File: config.mk
export PLATFORM = sky130hd
export DESIGN_NAME = hscfg_top
export DESIGN_NICKNAME = d
export VERILOG_FILES = /design/src/include/hscfg_pkg.sv /design/src/rtl/hscfg_fmt.sv /design/src/rtl/hscfg_top.sv
export VERILOG_INCLUDE_DIRS = /design/src /design/src/include
export SDC_FILE = /design/constraint.sdc
export NUM_CORES = 1
export LEC_CHECK = 0
export ABC_AREA = 1
export CAP_MARGIN = 20
export CORE_UTILIZATION = 28
export DETAILED_ROUTE_END_ITERATION = 10
export DONT_BUFFER_PORTS = 1
export SETUP_SLACK_MARGIN = 0.02
export SLEW_MARGIN = 30
export SYNTH_ARGS = -nofsm -noshare
export SYNTH_HDL_FRONTEND = slang
export SYNTH_SLANG_ARGS = --single-unit
File: constraint.sdc
create_clock -name ref_clk_i -period 2.61 [get_ports ref_clk_i]
set_input_delay 0.3915 -clock ref_clk_i [delete_from_list [all_inputs] [get_ports ref_clk_i]]
set_output_delay 0.3915 -clock ref_clk_i [all_outputs]
set_load 0.05 [all_outputs]
File: src/include/hscfg_defs.svh
// Overview of operation
// - 16-bit user revision word, read/write
// - Silicon revision readable at own code and 9Bh
// - Config bit 15 ignores writes, reads zero
// - Bit 14: over-temperature hiccup 0, latch-off 1
// - Bit 13: max soft-start hiccup 0, latch-off 1
// - Bit 11 enables follower soft-start fault detect
// - Bit 10 pulls soft-start low on fault
// - Bit 9: direct format 0, linear 1
// - Linear exponent auto-picked, finest fitting resolution
// - Voltage steps 31.25mV or 62.5mV, to 64V
// - Current steps 0.0625A to 1A, to 1023A
// - Power steps 1W to 64W, to 65.535kW
// - Linear word: exponent 15:11, mantissa 10:0
// - Direct voltage: upper five zero, 31.25mV counts
`ifndef HSCFG_DEFS_SVH
`define HSCFG_DEFS_SVH

// ----------------------------------------------------------------
// Command codes
// ----------------------------------------------------------------
`define HSCFG_CMD_USER_REV   8'hc2
`define HSCFG_CMD_SI_REV     8'hc3
`define HSCFG_CMD_REV_ALIAS  8'h9b
`define HSCFG_CMD_FUNC_CFG   8'hc4

// ----------------------------------------------------------------
// Function configuration fields
// ----------------------------------------------------------------
`define HSCFG_BIT_RSVD15     15
`define HSCFG_BIT_OTP_LATCH  14
`define HSCFG_BIT_MSS_LATCH  13
`define HSCFG_BIT_RSVD12     12
`define HSCFG_BIT_FOLLOW_EN  11
`define HSCFG_BIT_SS_PULL    10
`define HSCFG_BIT_LINEAR     9
`define HSCFG_FUNC_WR_MASK   16'h7fc0
`define HSCFG_FUNC_FIXED     16'h0008

// ----------------------------------------------------------------
// Reset values
// ----------------------------------------------------------------
`define HSCFG_USER_REV_RST   16'h0000
`define HSCFG_FUNC_CFG_RST   16'h0008

// ----------------------------------------------------------------
// Linear format
// ----------------------------------------------------------------
`define HSCFG_MANT_MAX       10'h3ff
`define HSCFG_V_BASE_EXP     (-5)
`define HSCFG_V_MAX_SHIFT    1
`define HSCFG_I_BASE_EXP     (-4)
`define HSCFG_I_MAX_SHIFT    4
`define HSCFG_P_BASE_EXP     0
`define HSCFG_P_MAX_SHIFT    6

`endif

File: src/include/hscfg_pkg.sv
`default_nettype none

package hscfg_pkg;

  typedef struct packed {
    logic        wr;
    logic        rd;
    logic [7:0]  code;
    logic [15:0] data;
  } hscfg_cmd_type;

  typedef struct packed {
    logic enable;
    logic on;
    logic power_good_pin;
    logic soft_start;
  } hscfg_pins_type;

  typedef struct packed {
    logic otp_latch;
    logic max_ss_latch;
    logic report_format_select;
  } hscfg_mode_type;

endpackage

`default_nettype wire

File: src/rtl/hscfg_fmt.sv
`timescale 1ns/1ps
`default_nettype none
`include "hscfg_defs.svh"

module hscfg_fmt
  import hscfg_pkg::*;
#(
  parameter int RAW_W     = 16,
  parameter int BASE_EXP  = 0,
  parameter int MAX_SHIFT = 6
) (
  input  wire logic             ref_clk_i,
  input  wire logic             arst_n_i,
  input  wire logic             linear_i,
  input  wire logic [RAW_W-1:0] raw_i,
  output logic      [15:0]      report_o
);

  if (RAW_W < 11 || RAW_W > 16 || MAX_SHIFT < 0 || MAX_SHIFT > 15 ||
      BASE_EXP < -16 || BASE_EXP + MAX_SHIFT > 15) begin : g_chk
    $error("hscfg_fmt: unsupported parameters");
  end

  // Smallest shift whose mantissa still fits a positive 11-bit value
  function automatic logic [4:0] fit_shift(input logic [RAW_W-1:0] v);
    logic [4:0] s;
    s = 5'(MAX_SHIFT);
    for (int k = MAX_SHIFT; k >= 0; k--) begin
      if ((v >> k) <= RAW_W'(`HSCFG_MANT_MAX)) begin
        s = 5'(k);
      end
    end
    return s;
  endfunction

  logic [4:0]       shift_w;
  logic [RAW_W-1:0] shifted_w;
  logic [9:0]       mant_w;
  logic [15:0]      report_d;

  always_comb begin
    shift_w   = fit_shift(raw_i);
    shifted_w = raw_i >> shift_w;
    // Saturate rather than wrap above full scale
    if (shifted_w > RAW_W'(`HSCFG_MANT_MAX)) begin
      mant_w = `HSCFG_MANT_MAX;
    end else begin
      mant_w = shifted_w[9:0];
    end
    if (linear_i) begin
      report_d = {5'(BASE_EXP + int'(shift_w)), 1'b0, mant_w};
    end else begin
      report_d = 16'(raw_i);
    end
  end

  always_ff @(posedge ref_clk_i or negedge arst_n_i) begin
    if (!arst_n_i) begin
      report_o <= 16'h0000;
    end else begin
      report_o <= report_d;
    end
  end

  logic [4:0] sh_chk;
  assign sh_chk = report_o[15:11] - 5'(BASE_EXP);

  chk_fmt_direct: assert property (
    @(posedge ref_clk_i) disable iff (!arst_n_i)
    !linear_i |=> report_o == 16'($past(raw_i)))
    else $error("direct report differs from raw value");

  chk_fmt_linear: assert property (
    @(posedge ref_clk_i) disable iff (!arst_n_i)
    linear_i |=> report_o[10] == 1'b0 &&
      int'(sh_chk) <= MAX_SHIFT &&
      (sh_chk == 5'h00 || ($past(raw_i) >> (sh_chk - 5'h01)) >
        RAW_W'(`HSCFG_MANT_MAX)) &&
      (int'(sh_chk) == MAX_SHIFT ||
        ($past(raw_i) >> sh_chk) == RAW_W'(report_o[9:0])))
    else $error("linear report not finest fitting exponent");

endmodule
`default_nettype wire

File: src/rtl/hscfg_top.sv
`timescale 1ns/1ps
`default_nettype none
`include "hscfg_defs.svh"

module hscfg_top
  import hscfg_pkg::*;
#(
  // Arbitrary value, replaced by trimmed silicon revision
  parameter logic [7:0] SILICON_REV_RST = 8'h00
) (
  input  wire logic           ref_clk_i,
  input  wire logic           arst_n_i,
  input  wire hscfg_cmd_type  cmd_i,
  input  wire hscfg_pins_type pins_i,
  input  wire logic           fault_i,
  input  wire logic [10:0]    vout_raw_i,
  input  wire logic [13:0]    iout_raw_i,
  input  wire logic [15:0]    pout_raw_i,
  output logic      [15:0]    rd_data_o,
  output logic                rd_valid_o,
  output logic                cmd_unsup_o,
  output hscfg_mode_type      mode_o,
  output logic                follower_fault_o,
  output logic                soft_start_o,
  output logic                soft_start_oe_o,
  output logic      [15:0]    vout_report_o,
  output logic      [15:0]    iout_report_o,
  output logic      [15:0]    pout_report_o
);

  // ----------------------------------------------------------------
  // Registers
  // ----------------------------------------------------------------
  logic [15:0] user_product_revision_q;
  logic [7:0]  silicon_revision_store_q;
  logic [15:0] function_configuration_q;
  logic [15:0] func_rd_w;

  // Writes store only writable bits; fixed bits are forced on read
  assign func_rd_w = (function_configuration_q & `HSCFG_FUNC_WR_MASK) |
                     `HSCFG_FUNC_FIXED;

  function automatic logic is_cmd(input hscfg_cmd_type c,
                                  input logic [7:0]    code);
    return c.code == code;
  endfunction

  always_ff @(posedge ref_clk_i or negedge arst_n_i) begin
    if (!arst_n_i) begin
      user_product_revision_q <= `HSCFG_USER_REV_RST;
    end else if (cmd_i.wr && is_cmd(cmd_i, `HSCFG_CMD_USER_REV)) begin
      user_product_revision_q <= cmd_i.data;
    end
  end

  always_ff @(posedge ref_clk_i or negedge arst_n_i) begin
    if (!arst_n_i) begin
      silicon_revision_store_q <= SILICON_REV_RST;
    end else if (cmd_i.wr && is_cmd(cmd_i, `HSCFG_CMD_SI_REV)) begin
      silicon_revision_store_q <= cmd_i.data[7:0];
    end
  end

  always_ff @(posedge ref_clk_i or negedge arst_n_i) begin
    if (!arst_n_i) begin
      function_configuration_q <= `HSCFG_FUNC_CFG_RST;
    end else if (cmd_i.wr && is_cmd(cmd_i, `HSCFG_CMD_FUNC_CFG)) begin
      // Bit 12 is stored as written; host keeps it zero
      function_configuration_q <= cmd_i.data & `HSCFG_FUNC_WR_MASK;
    end
  end

  // ----------------------------------------------------------------
  // Read path
  // ----------------------------------------------------------------
  logic [15:0] rd_data_d;
  logic        known_w;
  logic        read_only_w;

  always_comb begin
    rd_data_d   = 16'h0000;
    known_w     = 1'b1;
    read_only_w = 1'b0;
    case (cmd_i.code)
      `HSCFG_CMD_USER_REV:  rd_data_d = user_product_revision_q;
      `HSCFG_CMD_SI_REV:    rd_data_d = 16'(silicon_revision_store_q);
      `HSCFG_CMD_REV_ALIAS: begin
        rd_data_d   = 16'(silicon_revision_store_q);
        read_only_w = 1'b1;
      end
      `HSCFG_CMD_FUNC_CFG:  rd_data_d = func_rd_w;
      default:              known_w   = 1'b0;
    endcase
  end

  always_ff @(posedge ref_clk_i or negedge arst_n_i) begin
    if (!arst_n_i) begin
      rd_data_o  <= 16'h0000;
      rd_valid_o <= 1'b0;
    end else begin
      rd_valid_o <= cmd_i.rd && !cmd_i.wr;
      if (cmd_i.rd && !cmd_i.wr) begin
        rd_data_o <= rd_data_d;
      end
    end
  end

  // Unknown code, or write to the read-only alias, flags one cycle
  always_ff @(posedge ref_clk_i or negedge arst_n_i) begin
    if (!arst_n_i) begin
      cmd_unsup_o <= 1'b0;
    end else begin
      cmd_unsup_o <= (cmd_i.rd || cmd_i.wr) &&
                     (!known_w || (cmd_i.wr && read_only_w));
    end
  end

  // ----------------------------------------------------------------
  // Mode outputs and soft-start pin
  // ----------------------------------------------------------------
  always_ff @(posedge ref_clk_i or negedge arst_n_i) begin
    if (!arst_n_i) begin
      mode_o <= '0;
    end else begin
      mode_o.otp_latch    <=
        function_configuration_q[`HSCFG_BIT_OTP_LATCH];
      mode_o.max_ss_latch <=
        function_configuration_q[`HSCFG_BIT_MSS_LATCH];
      mode_o.report_format_select <=
        function_configuration_q[`HSCFG_BIT_LINEAR];
    end
  end

  logic follower_fault_detect_enable;
  logic soft_start_pull_en;
  assign follower_fault_detect_enable =
    function_configuration_q[`HSCFG_BIT_FOLLOW_EN];
  assign soft_start_pull_en = function_configuration_q[`HSCFG_BIT_SS_PULL];

  always_ff @(posedge ref_clk_i or negedge arst_n_i) begin
    if (!arst_n_i) begin
      follower_fault_o <= 1'b0;
    end else begin
      follower_fault_o <= follower_fault_detect_enable && pins_i.enable &&
                          pins_i.on && pins_i.power_good_pin &&
                          !pins_i.soft_start;
    end
  end

  // Open-drain: only ever drives low
  assign soft_start_o = 1'b0;

  always_ff @(posedge ref_clk_i or negedge arst_n_i) begin
    if (!arst_n_i) begin
      soft_start_oe_o <= 1'b0;
    end else begin
      soft_start_oe_o <= soft_start_pull_en && fault_i;
    end
  end

  // ----------------------------------------------------------------
  // Telemetry formatting
  // ----------------------------------------------------------------
  logic linear_w;
  assign linear_w = function_configuration_q[`HSCFG_BIT_LINEAR];

  hscfg_fmt #(
    .RAW_W     (11),
    .BASE_EXP  (`HSCFG_V_BASE_EXP),
    .MAX_SHIFT (`HSCFG_V_MAX_SHIFT)
  ) u_fmt_v (
    .ref_clk_i (ref_clk_i),
    .arst_n_i  (arst_n_i),
    .linear_i  (linear_w),
    .raw_i     (vout_raw_i),
    .report_o  (vout_report_o)
  );

  hscfg_fmt #(
    .RAW_W     (14),
    .BASE_EXP  (`HSCFG_I_BASE_EXP),
    .MAX_SHIFT (`HSCFG_I_MAX_SHIFT)
  ) u_fmt_i (
    .ref_clk_i (ref_clk_i),
    .arst_n_i  (arst_n_i),
    .linear_i  (linear_w),
    .raw_i     (iout_raw_i),
    .report_o  (iout_report_o)
  );

  hscfg_fmt #(
    .RAW_W     (16),
    .BASE_EXP  (`HSCFG_P_BASE_EXP),
    .MAX_SHIFT (`HSCFG_P_MAX_SHIFT)
  ) u_fmt_p (
    .ref_clk_i (ref_clk_i),
    .arst_n_i  (arst_n_i),
    .linear_i  (linear_w),
    .raw_i     (pout_raw_i),
    .report_o  (pout_report_o)
  );

  // ----------------------------------------------------------------
  // Checks
  // ----------------------------------------------------------------
  chk_user_rev_rw: assert property (
    @(posedge ref_clk_i) disable iff (!arst_n_i)
    (cmd_i.wr && cmd_i.code == `HSCFG_CMD_USER_REV) ##1
    (cmd_i.rd && !cmd_i.wr && cmd_i.code == `HSCFG_CMD_USER_REV)
    |=> rd_valid_o && rd_data_o == $past(cmd_i.data, 2))
    else $error("user revision read-back mismatch");

  chk_rev_alias: assert property (
    @(posedge ref_clk_i) disable iff (!arst_n_i)
    (cmd_i.rd && !cmd_i.wr && cmd_i.code == `HSCFG_CMD_REV_ALIAS)
    |=> rd_valid_o && rd_data_o == 16'($past(silicon_revision_store_q)))
    else $error("revision alias read mismatch");

  chk_rsvd15_zero: assert property (
    @(posedge ref_clk_i) disable iff (!arst_n_i)
    (cmd_i.rd && !cmd_i.wr && cmd_i.code == `HSCFG_CMD_FUNC_CFG)
    |=> rd_valid_o && rd_data_o[`HSCFG_BIT_RSVD15] == 1'b0)
    else $error("reserved bit 15 read as one");

  chk_otp_mode: assert property (
    @(posedge ref_clk_i) disable iff (!arst_n_i)
    (cmd_i.wr && cmd_i.code == `HSCFG_CMD_FUNC_CFG)
    |=> ##1 mode_o.otp_latch == $past(cmd_i.data[14], 2))
    else $error("over-temperature mode not taken from bit 14");

  chk_max_ss_mode: assert property (
    @(posedge ref_clk_i) disable iff (!arst_n_i)
    (cmd_i.wr && cmd_i.code == `HSCFG_CMD_FUNC_CFG)
    |=> ##1 mode_o.max_ss_latch == $past(cmd_i.data[13], 2))
    else $error("max soft-start mode not taken from bit 13");

  chk_follower_flt: assert property (
    @(posedge ref_clk_i) disable iff (!arst_n_i)
    (pins_i.enable && pins_i.on && pins_i.power_good_pin &&
     !pins_i.soft_start) |=>
    follower_fault_o == $past(follower_fault_detect_enable))
    else $error("follower fault flag wrong");

  chk_ss_pull: assert property (
    @(posedge ref_clk_i) disable iff (!arst_n_i)
    fault_i |=> soft_start_oe_o == $past(soft_start_pull_en) &&
                soft_start_o == 1'b0)
    else $error("soft-start pull-down wrong on fault");

  chk_follower_idle: assert property (
    @(posedge ref_clk_i) disable iff (!arst_n_i)
    !(pins_i.enable && pins_i.on && pins_i.power_good_pin &&
      !pins_i.soft_start) |=> !follower_fault_o)
    else $error("follower fault flag set without pin condition");

  chk_ss_idle: assert property (
    @(posedge ref_clk_i) disable iff (!arst_n_i)
    !fault_i |=> !soft_start_oe_o)
    else $error("soft-start pulled low without a fault");

  chk_format_sel: assert property (
    @(posedge ref_clk_i) disable iff (!arst_n_i)
    !linear_w ##1 !linear_w |-> vout_report_o[15:11] == 5'h00)
    else $error("direct voltage report has nonzero upper bits");

endmodule
`default_nettype wire

======== Word-level counts from Yosys, hierarchy flattened ========
Index checks and enable logic that the tools add are counted.
operators by class
  add/sub/neg operators ................... 2
  order comparisons ....................... 14
  equality and inequality tests ........... 4
  shift-type cells ........................ 3
  muxes and demuxes ....................... 20
  reductions and logical operators ........ 18
operator list
  cell                  number
  $mux 16               3
  $pmux 16 s3           1
  $mux 5                8
  $le 11x10->1 const B  3
  $eq 8x8->1 const B    4
  $mux 10               3
  $le 14x10->1 const B  2
  $le 13x10->1 const B  2
  $le 12x10->1 const B  2
  $gt 16x10->1 const B  1
  $le 16x10->1 const B  1
  $shr 16x5->16         1
  $le 15x10->1 const B  1
  $gt 14x10->1 const B  1
  $shr 14x5->14         1
  $gt 11x10->1 const B  1
  $logic_and 1x1->1     11
  $shr 11x5->11         1
  $add 3x5->5 const A   1
  $add 4x5->5 const A   1
  $reduce_or 4->1       1
  $logic_not 1->1       3
  $mux 1                3
  $mux 3                1
  other kinds (3)       4
storage, ports and cells
  flip-flop bits (word level) ............. 105
  input bits .............................. 74
  output and inout port bits .............. 72

======== Longest topological paths before layout ========
Gate-level depths: netlist of the first run.
  word-level depth ........................ 11
  gate-level depth with buffers ........... 13
  gate-level depth less buffers ........... 12

======== Hierarchy ========
A second synthesis of the first run with hierarchy kept.
second synthesis, totals
  cell total of the unflattened synthesis .. 657
  area, all modules ....................... 5221.3 µm²
by module, submodules not included
  module               times used  cells an instance  area an instance (µm²)  seq. area each (µm²)
  hscfg_top            1           293                2533.7                  1401.3
  hscfg_fmt (u_fmt_p)  1           167                1134.8                  400.4
  hscfg_fmt (u_fmt_i)  1           143                1018.5                  375.4
  hscfg_fmt (u_fmt_v)  1           54                 534.3                   350.3

======== Worst setup path after synthesis of the first run ========
Ideal clock, no wire load.
  kind .................................... input to register
  start ................................... input port pout_raw_i[13]
  end ..................................... register u_fmt_p.report_o[1]
  setup time .............................. 118 ps
  arrival ................................. 1301 ps
  required time ........................... 2492 ps
  setup slack ............................. 1191 ps
  cell stages on the path ................. 11
  buffers on the path ..................... 1
  cell sequence ........................... nor2_2 nand3_2 nand2_4 nand2_4 buf_6 nand2_1 nand3_1 nand2_1 nand2_1 nand3_1 nand2_1
on the way
  word-level cells in the longest chain between the ends .. 11
RTL lines
  element                  RTL line         text
  start: declaration       hscfg_top.sv:18  input wire logic [15:0] pout_raw_i,
  $le 11x10->1             hscfg_fmt.sv:29  if ((v >> k) <= RAW_W'(`HSCFG_MANT_MAX)) begin
  $mux 2                   hscfg_fmt.sv:29
  $mux 5 (5 in a row)      hscfg_fmt.sv:29
  $shr 16x5->16 (*)        hscfg_fmt.sv:43  shifted_w = raw_i >> shift_w;
  $gt 16x10->1             hscfg_fmt.sv:45  if (shifted_w > RAW_W'(`HSCFG_MANT_MAX)) begin
  $mux 10 (*)              hscfg_fmt.sv:45
  $mux 16 (*)              hscfg_fmt.sv:50  if (linear_i) begin
  via u_fmt_p.report_d[1]  hscfg_fmt.sv:39  logic [15:0] report_d;
  end signal: assignment   hscfg_fmt.sv:61  report_o <= report_d;
  end: declaration         hscfg_fmt.sv:16  output logic [15:0] report_o
Mark *: on every way through the listed nets, which the timed path passes. The rest lies on a longest branch.
A chain may end at the register's enable or synchronous reset.

======== Worst setup path after layout of the first run ========
  start ................................... register u_fmt_v.report_o[12]
  end ..................................... output port vout_report_o[12]
RTL lines
  element                   RTL line         text
  start: declaration        hscfg_fmt.sv:16
  start signal: assignment  hscfg_fmt.sv:61
  end: declaration          hscfg_top.sv:26  output logic [15:0] vout_report_o,
No word-level cell between the ends.

==> results of run 1 <==
report_power, final:
| group | switching [W] | internal (W) |
|---|---|---|
| Combinational | 0.000191 | 0.0000956 |
| Clock | 0.000637 | 0.000670 |
| Sequential | 0.000185 | 0.00161 |
| Total | 0.00101 | 0.00238 |
final cells by class:
| class | instances | area [sq um] | share of cell area (%) |
|---|---|---|---|
| multi-input combinational | 396 | 1890 | 36.0 |
| tap | 220 | 275 | 5.24 |
| timing repair buffer | 7 | 52.6 | 1.00 |
| sequential | 100 | 2500 | 47.7 |
| clock inverter | 7 | 66.3 | 1.26 |
| clock buffer | 9 | 225 | 4.29 |
| inverter | 63 | 236 | 4.50 |
kinds of logic (layout without fill, tap and decap cells):
kind of cell,count (synthesis),count (layout),share of synthesized area (%)
other,1,1,0.0782
AOI/OAI and AO/OA,99,99,11.8
DFF,100,100,52.2
buffers and inverters,91,86,8.40
and+or+nand+nor,295,295,27.4
muxes,1,1,0.235
final timing paths:
check	cells after the start	to	slack [ps]	startpoint
setup reg to reg	5	u_fmt_i.report_o[0]	1110	function_configuration_q[9]
max in group asynchronous	0	u_fmt_v.report_o[2]	2720	arst_n_i
hold reg to reg	0	mode_o[2]	430	function_configuration_q[14]
min in group ref_clk_i	1	follower_fault_o	100	pins_i[0]
setup / recovery	0	vout_report_o[12]	930	u_fmt_v.report_o[12]
hold / removal	0	rd_data_o[4]	-280	arst_n_i
metal layers:
| layer | up-vias | global-route usage, % | part of all wire [%] |
|---|---|---|---|
| met2 | 144 | 21.1 | 45 |
| met5 | - | 0 | 0 |
| met4 | 0 | 3.32 | 0.79 |
| met3 | 8 | 8.08 | 11 |
| met1 | 1675 | 17.2 | 43 |
| li1 | 1864 | - | - |
through the flow:
step           std cells  hold WS [ps]  power [W]  instance area, sq um  util, %
6_report             802          -275    0.00339                  5250     31.6
5_1_grt              802          -303    0.00355                  5250     31.6
4_1_cts              802          -295    0.00345                  5250     31.6
3_5_place_dp         786          97.9    0.00211                  4960     29.8
3_3_place_gp         786          97.8    0.00211                  4960     29.8
2_1_floorplan        587          95.9    0.00206                  4800        -
cell usage after synthesis, drive strengths merged, types with 3 or more instances:
cell	count
o21ai	74
o211ai	3
o22ai	8
clkbuf	13
nand2	192
inv	61
a21oi	5
a22oi	5
buf	15
nor2	25
dfrtp	100
nand3	72
registers in the layout, indices dropped and copies added, names as in the netlist:
register                  count
silicon_revision_store_q      8
rd_data_o                    16
soft_start_oe_o               1
u_fmt_p.report_o             16
user_product_revision_q      16
rd_valid_o                    1
function_configuration_q      9
mode_o                        2
u_fmt_v.report_o             14
follower_fault_o              1
u_fmt_i.report_o             15
cmd_unsup_o                   1
==> flow_summary.ini, run 1 <==
[status]
outcome = finished, violations left
violations = negative hold slack

[sta]
rsz_0062_raised_after_global_routing = no
clock.fmax_mhz = 595
finalClockSkew_ps = 7.63
hold-worst-slack_ps = -275
final.setup.worst_slack_ps = 928
report.final.hold_viol_count = 100
setup_viol = 0
final-max-slew-violation-count = 0
relSlewSlack_pct = 39.5
tightest_slew_ps = 908
setup-tns-final_ps = 0
post-route-period-util_pct = 64.4
layout_min_cycle_time_ps = 1680

[final_layout]
areaGrowthSynthToFinish_pct = 9.44
most-common-layout-cells = nand2_1, dfrtp_1, nand3_1
fillCellCount = 1752
mostFrequentLayoutCell = nand2_1
numnets_final = 651
diode_count = 0
final_layout_size_suffix_gt1_share_pct = 10.5

[logic_synthesis]
synth_enable_flop_cells = 0
asyncSetResetFlopFracSynth_pct = 100
synthesis.area_per_instance_sq_um = 8.17
synth.net_count = 661
synth_area_sq_um = 4800
synthesis.instances = 587
post-synth-top-area-fraction_pct = 52.2
postSynth.topFlopCell = dfrtp_1
ys_warnings = 0
ys_types = 33
top_area_cells_in_the_synthesized_netlist = dfrtp_1, nand2_1, nand3_1
synth_top_cell_by_area = dfrtp_1
synth-seq-area-share_pct = 52.2
synth-seq-cells = 100

[global_routing]
via_count_of_the_first_global_routing_pass = 3557
grt_usage_pct = 14.0
grt_max_degree = 101
grt_overflow = 0
grt_antenna_before_repair = 0
grt_pass1_wl_um = 19100

[min_path]
hold_path_class = in2async

[floorplan]
fp-row-count = 47
die_outline_height_um = 133
initial_utilization_pct = 28.8
fp.dieW_um = 133
fp.dieArea_sq_um = 17700
floorplan.core_area_sq_um = 16600
ios = 146

[route]
remaining_drc_errors = 0
detailedRoute.firstPassIterationCount = 5
num_vias = 3691
wl_um = 12100
detailedRoute.firstIterationViolations = 227
final_antenna_net_count = 0
vias_per_cell = 4.60
wire_per_inst_um = 15.0

[placement]
placement.io_buffers = 0
place.gp.congestion = 0.874
preCtsSetupSlack_ps = 750
dpl.hpwl_um = 8720

[critical_path]
worstSetupEndpointType = output port
cp_max_fo = 2
critical_path_arrival_ps = 1290
worstPathRequired_ps = 2220
timing_worst_setup_path_type = reg2out
timing.critical_path.from_type = register

[clocking]
max-clock-path-buffers = 2
cts_tree = done
tritoncts_num_sinks = 100
number_of_buffers_created_by_cts = 9
cts_root_buf = clkbuf_16
insertion_delay_ps = 350
post_cts_resized = 0
clk_transition_reported_paths_ps = 70
htreeDepth = 3
postCtsSetupBuffers = 0

[power_and_ir_drop]
leakage_nw = 2.58
powerDensity_nw_per_um2 = 645
max-vdd-ir-drop_mv = 0.324

[flow_run]
drv_cap = 0
(Power assumes the default switching activity.)
==> inputs of run 2 (changes only) <==
- ABC_AREA: 1 -> 0
- clock period: 2.61 -> 1.55 ns (I/O delays scaled with it)
==> run 2 against run 1 <==
- the run still ends with negative hold slack left
- power is 75% higher
- sequential cell count is the same
- die area grew 2.5%
- critical path depth increased by 2
- critical path type is now reg2reg
- highest routed layer unchanged
==> flow_summary.ini, run 2 <==
[global_routing]
globalRouteMet1Util_pct = 17.0
grt_pass1_wl_um = 19800
grt_usage_pct = 13.9
grt_antenna_before_repair = 0
grt_max_degree = 101
groute.layer.met2.usage_pct = 22.9
grt_overflow = 0
top_usage_layer = met2
via_count_of_the_first_global_routing_pass = 3623
use_met3_pct = 4.99

[route]
remaining_drc_errors = 0
detailedRoute.firstPassIterationCount = 4
vias_per_cell = 5.18
detailedRoute.firstIterationViolations = 193
wl_um = 12400
wire_per_inst_um = 18.4
num_vias = 3499
final_antenna_net_count = 0

[floorplan]
fp.dieW_um = 135
ios = 146
fp.dieArea_sq_um = 18100
fp-row-count = 48
floorplan.core_area_sq_um = 17200
initial_utilization_pct = 28.5
die_outline_height_um = 135

[power_and_ir_drop]
power.switching_w = 0.00153
powerDensity_nw_per_um2 = 1050
pwr-share-seq_pct = 51.0
leakage_nw = 2.51
switching_power_as_a_share_of_total_power_pct = 25.9
clkPwrFrac_pct = 40.2
max-vdd-ir-drop_mv = 0.458
pwr-share-comb_pct = 8.9
internal_power_of_the_cells_w = 0.00439

[sta]
report.final.hold_viol_count = 100
finalClockSkew_ps = 5.31
rsz_0062_raised_after_global_routing = no
clock.fmax_mhz = 738
setup-tns-final_ps = 0
final-max-slew-violation-count = 0
hold-worst-slack_ps = -422
final.setup.worst_slack_ps = 194
setup_viol = 0
post-route-period-util_pct = 87.5
layout_min_cycle_time_ps = 1360
relSlewSlack_pct = 65.7
tightest_slew_ps = 515

[clocking]
clk_transition_reported_paths_ps = 70
post_cts_resized = 0
cts_tree = done
insertion_delay_ps = 340
htreeDepth = 3
number_of_buffers_created_by_cts = 9
cts_root_buf = clkbuf_16
postCtsSetupBuffers = 0
max-clock-path-buffers = 2
tritoncts_num_sinks = 100
post_cts_hold_buffer_count = 5

[logic_synthesis]
postSynth.topFlopCell = dfrtp_1
ys_types = 63
post-synth-top-area-fraction_pct = 50.9
synthesis.area_per_instance_sq_um = 11.3
ys_warnings = 0
synth_top_family_by_area = multiplexers
synth-seq-cells = 100
muxShareOfSynthArea_pct = 16.9
synthesis.instances = 435
yosys.area_share.adder_pct = 0
synth.net_count = 509
post_synth_xor_area_fraction_pct = 0.178
synth_simple_gate_area_share_pct = 10.9
top_area_cells_in_the_synthesized_netlist = dfrtp_1, mux2_2, mux2i_1
synth_top_cells_by_count = dfrtp_1, mux2_2, nand2_1, a21oi_1, nor2_1
asyncSetResetFlopFracSynth_pct = 100
synthesized_area_fraction_occupied_by_ao_oa_aoi_and_oai_cells_pct = 16.4
synth_top_cell_by_area = dfrtp_1
synth_enable_flop_cells = 0
yosysMostFrequentCell = dfrtp_1
synth_area_sq_um = 4920
synth-seq-area-share_pct = 50.9

[final_layout]
mostFrequentLayoutCell = dfrtp_1
fin_cells = 676
most-common-layout-cells = dfrtp_1, mux2_2, nand2_1
final_layout_size_suffix_gt1_share_pct = 24.6
areaGrowthSynthToFinish_pct = 15.1
numnets_final = 521
diode_count = 0
largest_registers = rd_data_o: 16 flops, u_fmt_p.report_o: 16 flops, user_product_revision_q: 16 flops

[placement]
post-place-cells = 656
place.gp.congestion = 0.903
preCtsSetupSlack_ps = -128
placement.io_buffers = 0
dpl.hpwl_um = 8980

[critical_path]
worstPathRequired_ps = 1770
ordered_list_of_cells_on_the_worst_path = nand2_1 > mux2_2
cpMaxStageDelayCell = dfrtp_2
timing.reg2reg.worst_path_depth = 2
timing.critical_path.from_type = register
critPathMaxStageDelay_ps = 480
cpLargestDelayFamily = flip-flops
cp_max_fo = 11
worstSetupEndpointType = register
rrSetupSlack_ps = 190
critical_path.n_buffers_inverters = 0
critical_path_arrival_ps = 1580
timing_worst_setup_path_type = reg2reg
path_depth = 2

[min_path]
hold_path_class = in2async

[status]
outcome = finished, violations left
violations = negative hold slack

[flow_run]
drv_cap = 0
## run 2: cell types whose count changed in the layout (fill, tap and decap cells not counted), sizes merged, moves of 5 or more
cell	before	now
a22o	0	13
nor3	2	7
mux2	1	49
inv	65	17
dlygate4sd3	0	5
nor2b	0	10
buf	7	29
a211oi	0	8
o21ai	74	21
nand2	192	36
a21oi	5	23
nand2b	0	10
mux2i	0	17
nand3	72	6
## run 2: routing by layer
layer / routed length [um] / share of wire, %
met1: 5210 / 42
met5: 0 / 0
met2: 6140 / 49
met4: 153 / 1.2
met3: 917 / 7.4
## run 2: final timing paths
| kind | start | to |
|---|---|---|
| min in group ref_clk_i | iout_raw_i[13] | u_fmt_i.report_o[9] |
| hold reg to reg | function_configuration_q[14] | mode_o[2] |
| setup / recovery | function_configuration_q[9] | u_fmt_v.report_o[3] |
| hold / removal | arst_n_i | rd_data_o[13] |
| max in group asynchronous | arst_n_i | u_fmt_p.report_o[6] |
| setup reg to reg | function_configuration_q[9] | u_fmt_v.report_o[3] |
## run 2: logic make-up after synthesis
group | after synthesis
multiplexers | 69
AND/OR/NAND/NOR | 103
XOR/XNOR | 1
buffers and inverters | 49
flip-flops | 100
other | 1
AO/OA/AOI/OAI | 112
## run 2: area by class of cell
class / count / area [sq um]
flip-flops and latches: 100 / 2500
fillers: 1730 / 11600
clock buffers: 9 / 225
multi-input cells: 286 / 2210
clock inverters: 6 / 87.6
repair buffers: 34 / 293
inverters: 16 / 60.1
well taps: 225 / 282
## run 2: stage by stage
| stage | utilization [%] | power, W | cell area (sq um) |
|---|---|---|---|
| final | 32.8 | 0.00592 | 5660 |
| after floorplan | - | 0.00350 | 4990 |
| after detailed placement | 30.7 | 0.00358 | 5300 |
| after CTS | 32.8 | 0.00602 | 5660 |
| after global routing | 32.8 | 0.00619 | 5660 |
| after global placement | 30.7 | 0.00357 | 5300 |
## run 2: worst reg2reg max path, stage by stage, from the launching register on
cell	delay [ps]
dfrtp_2	480
nand2_1	360
mux2_2	400
## run 2: power by group through the flow
stage / logic (W) / registers (W) / clock network (W)
floorplan: 0.000449 / 0.00306 / 0
global placement: 0.000502 / 0.00307 / 0
detailed placement: 0.000511 / 0.00307 / 0
CTS: 0.000526 / 0.00302 / 0.00247
global route: 0.000571 / 0.00303 / 0.00258
finish: 0.000525 / 0.00302 / 0.00238
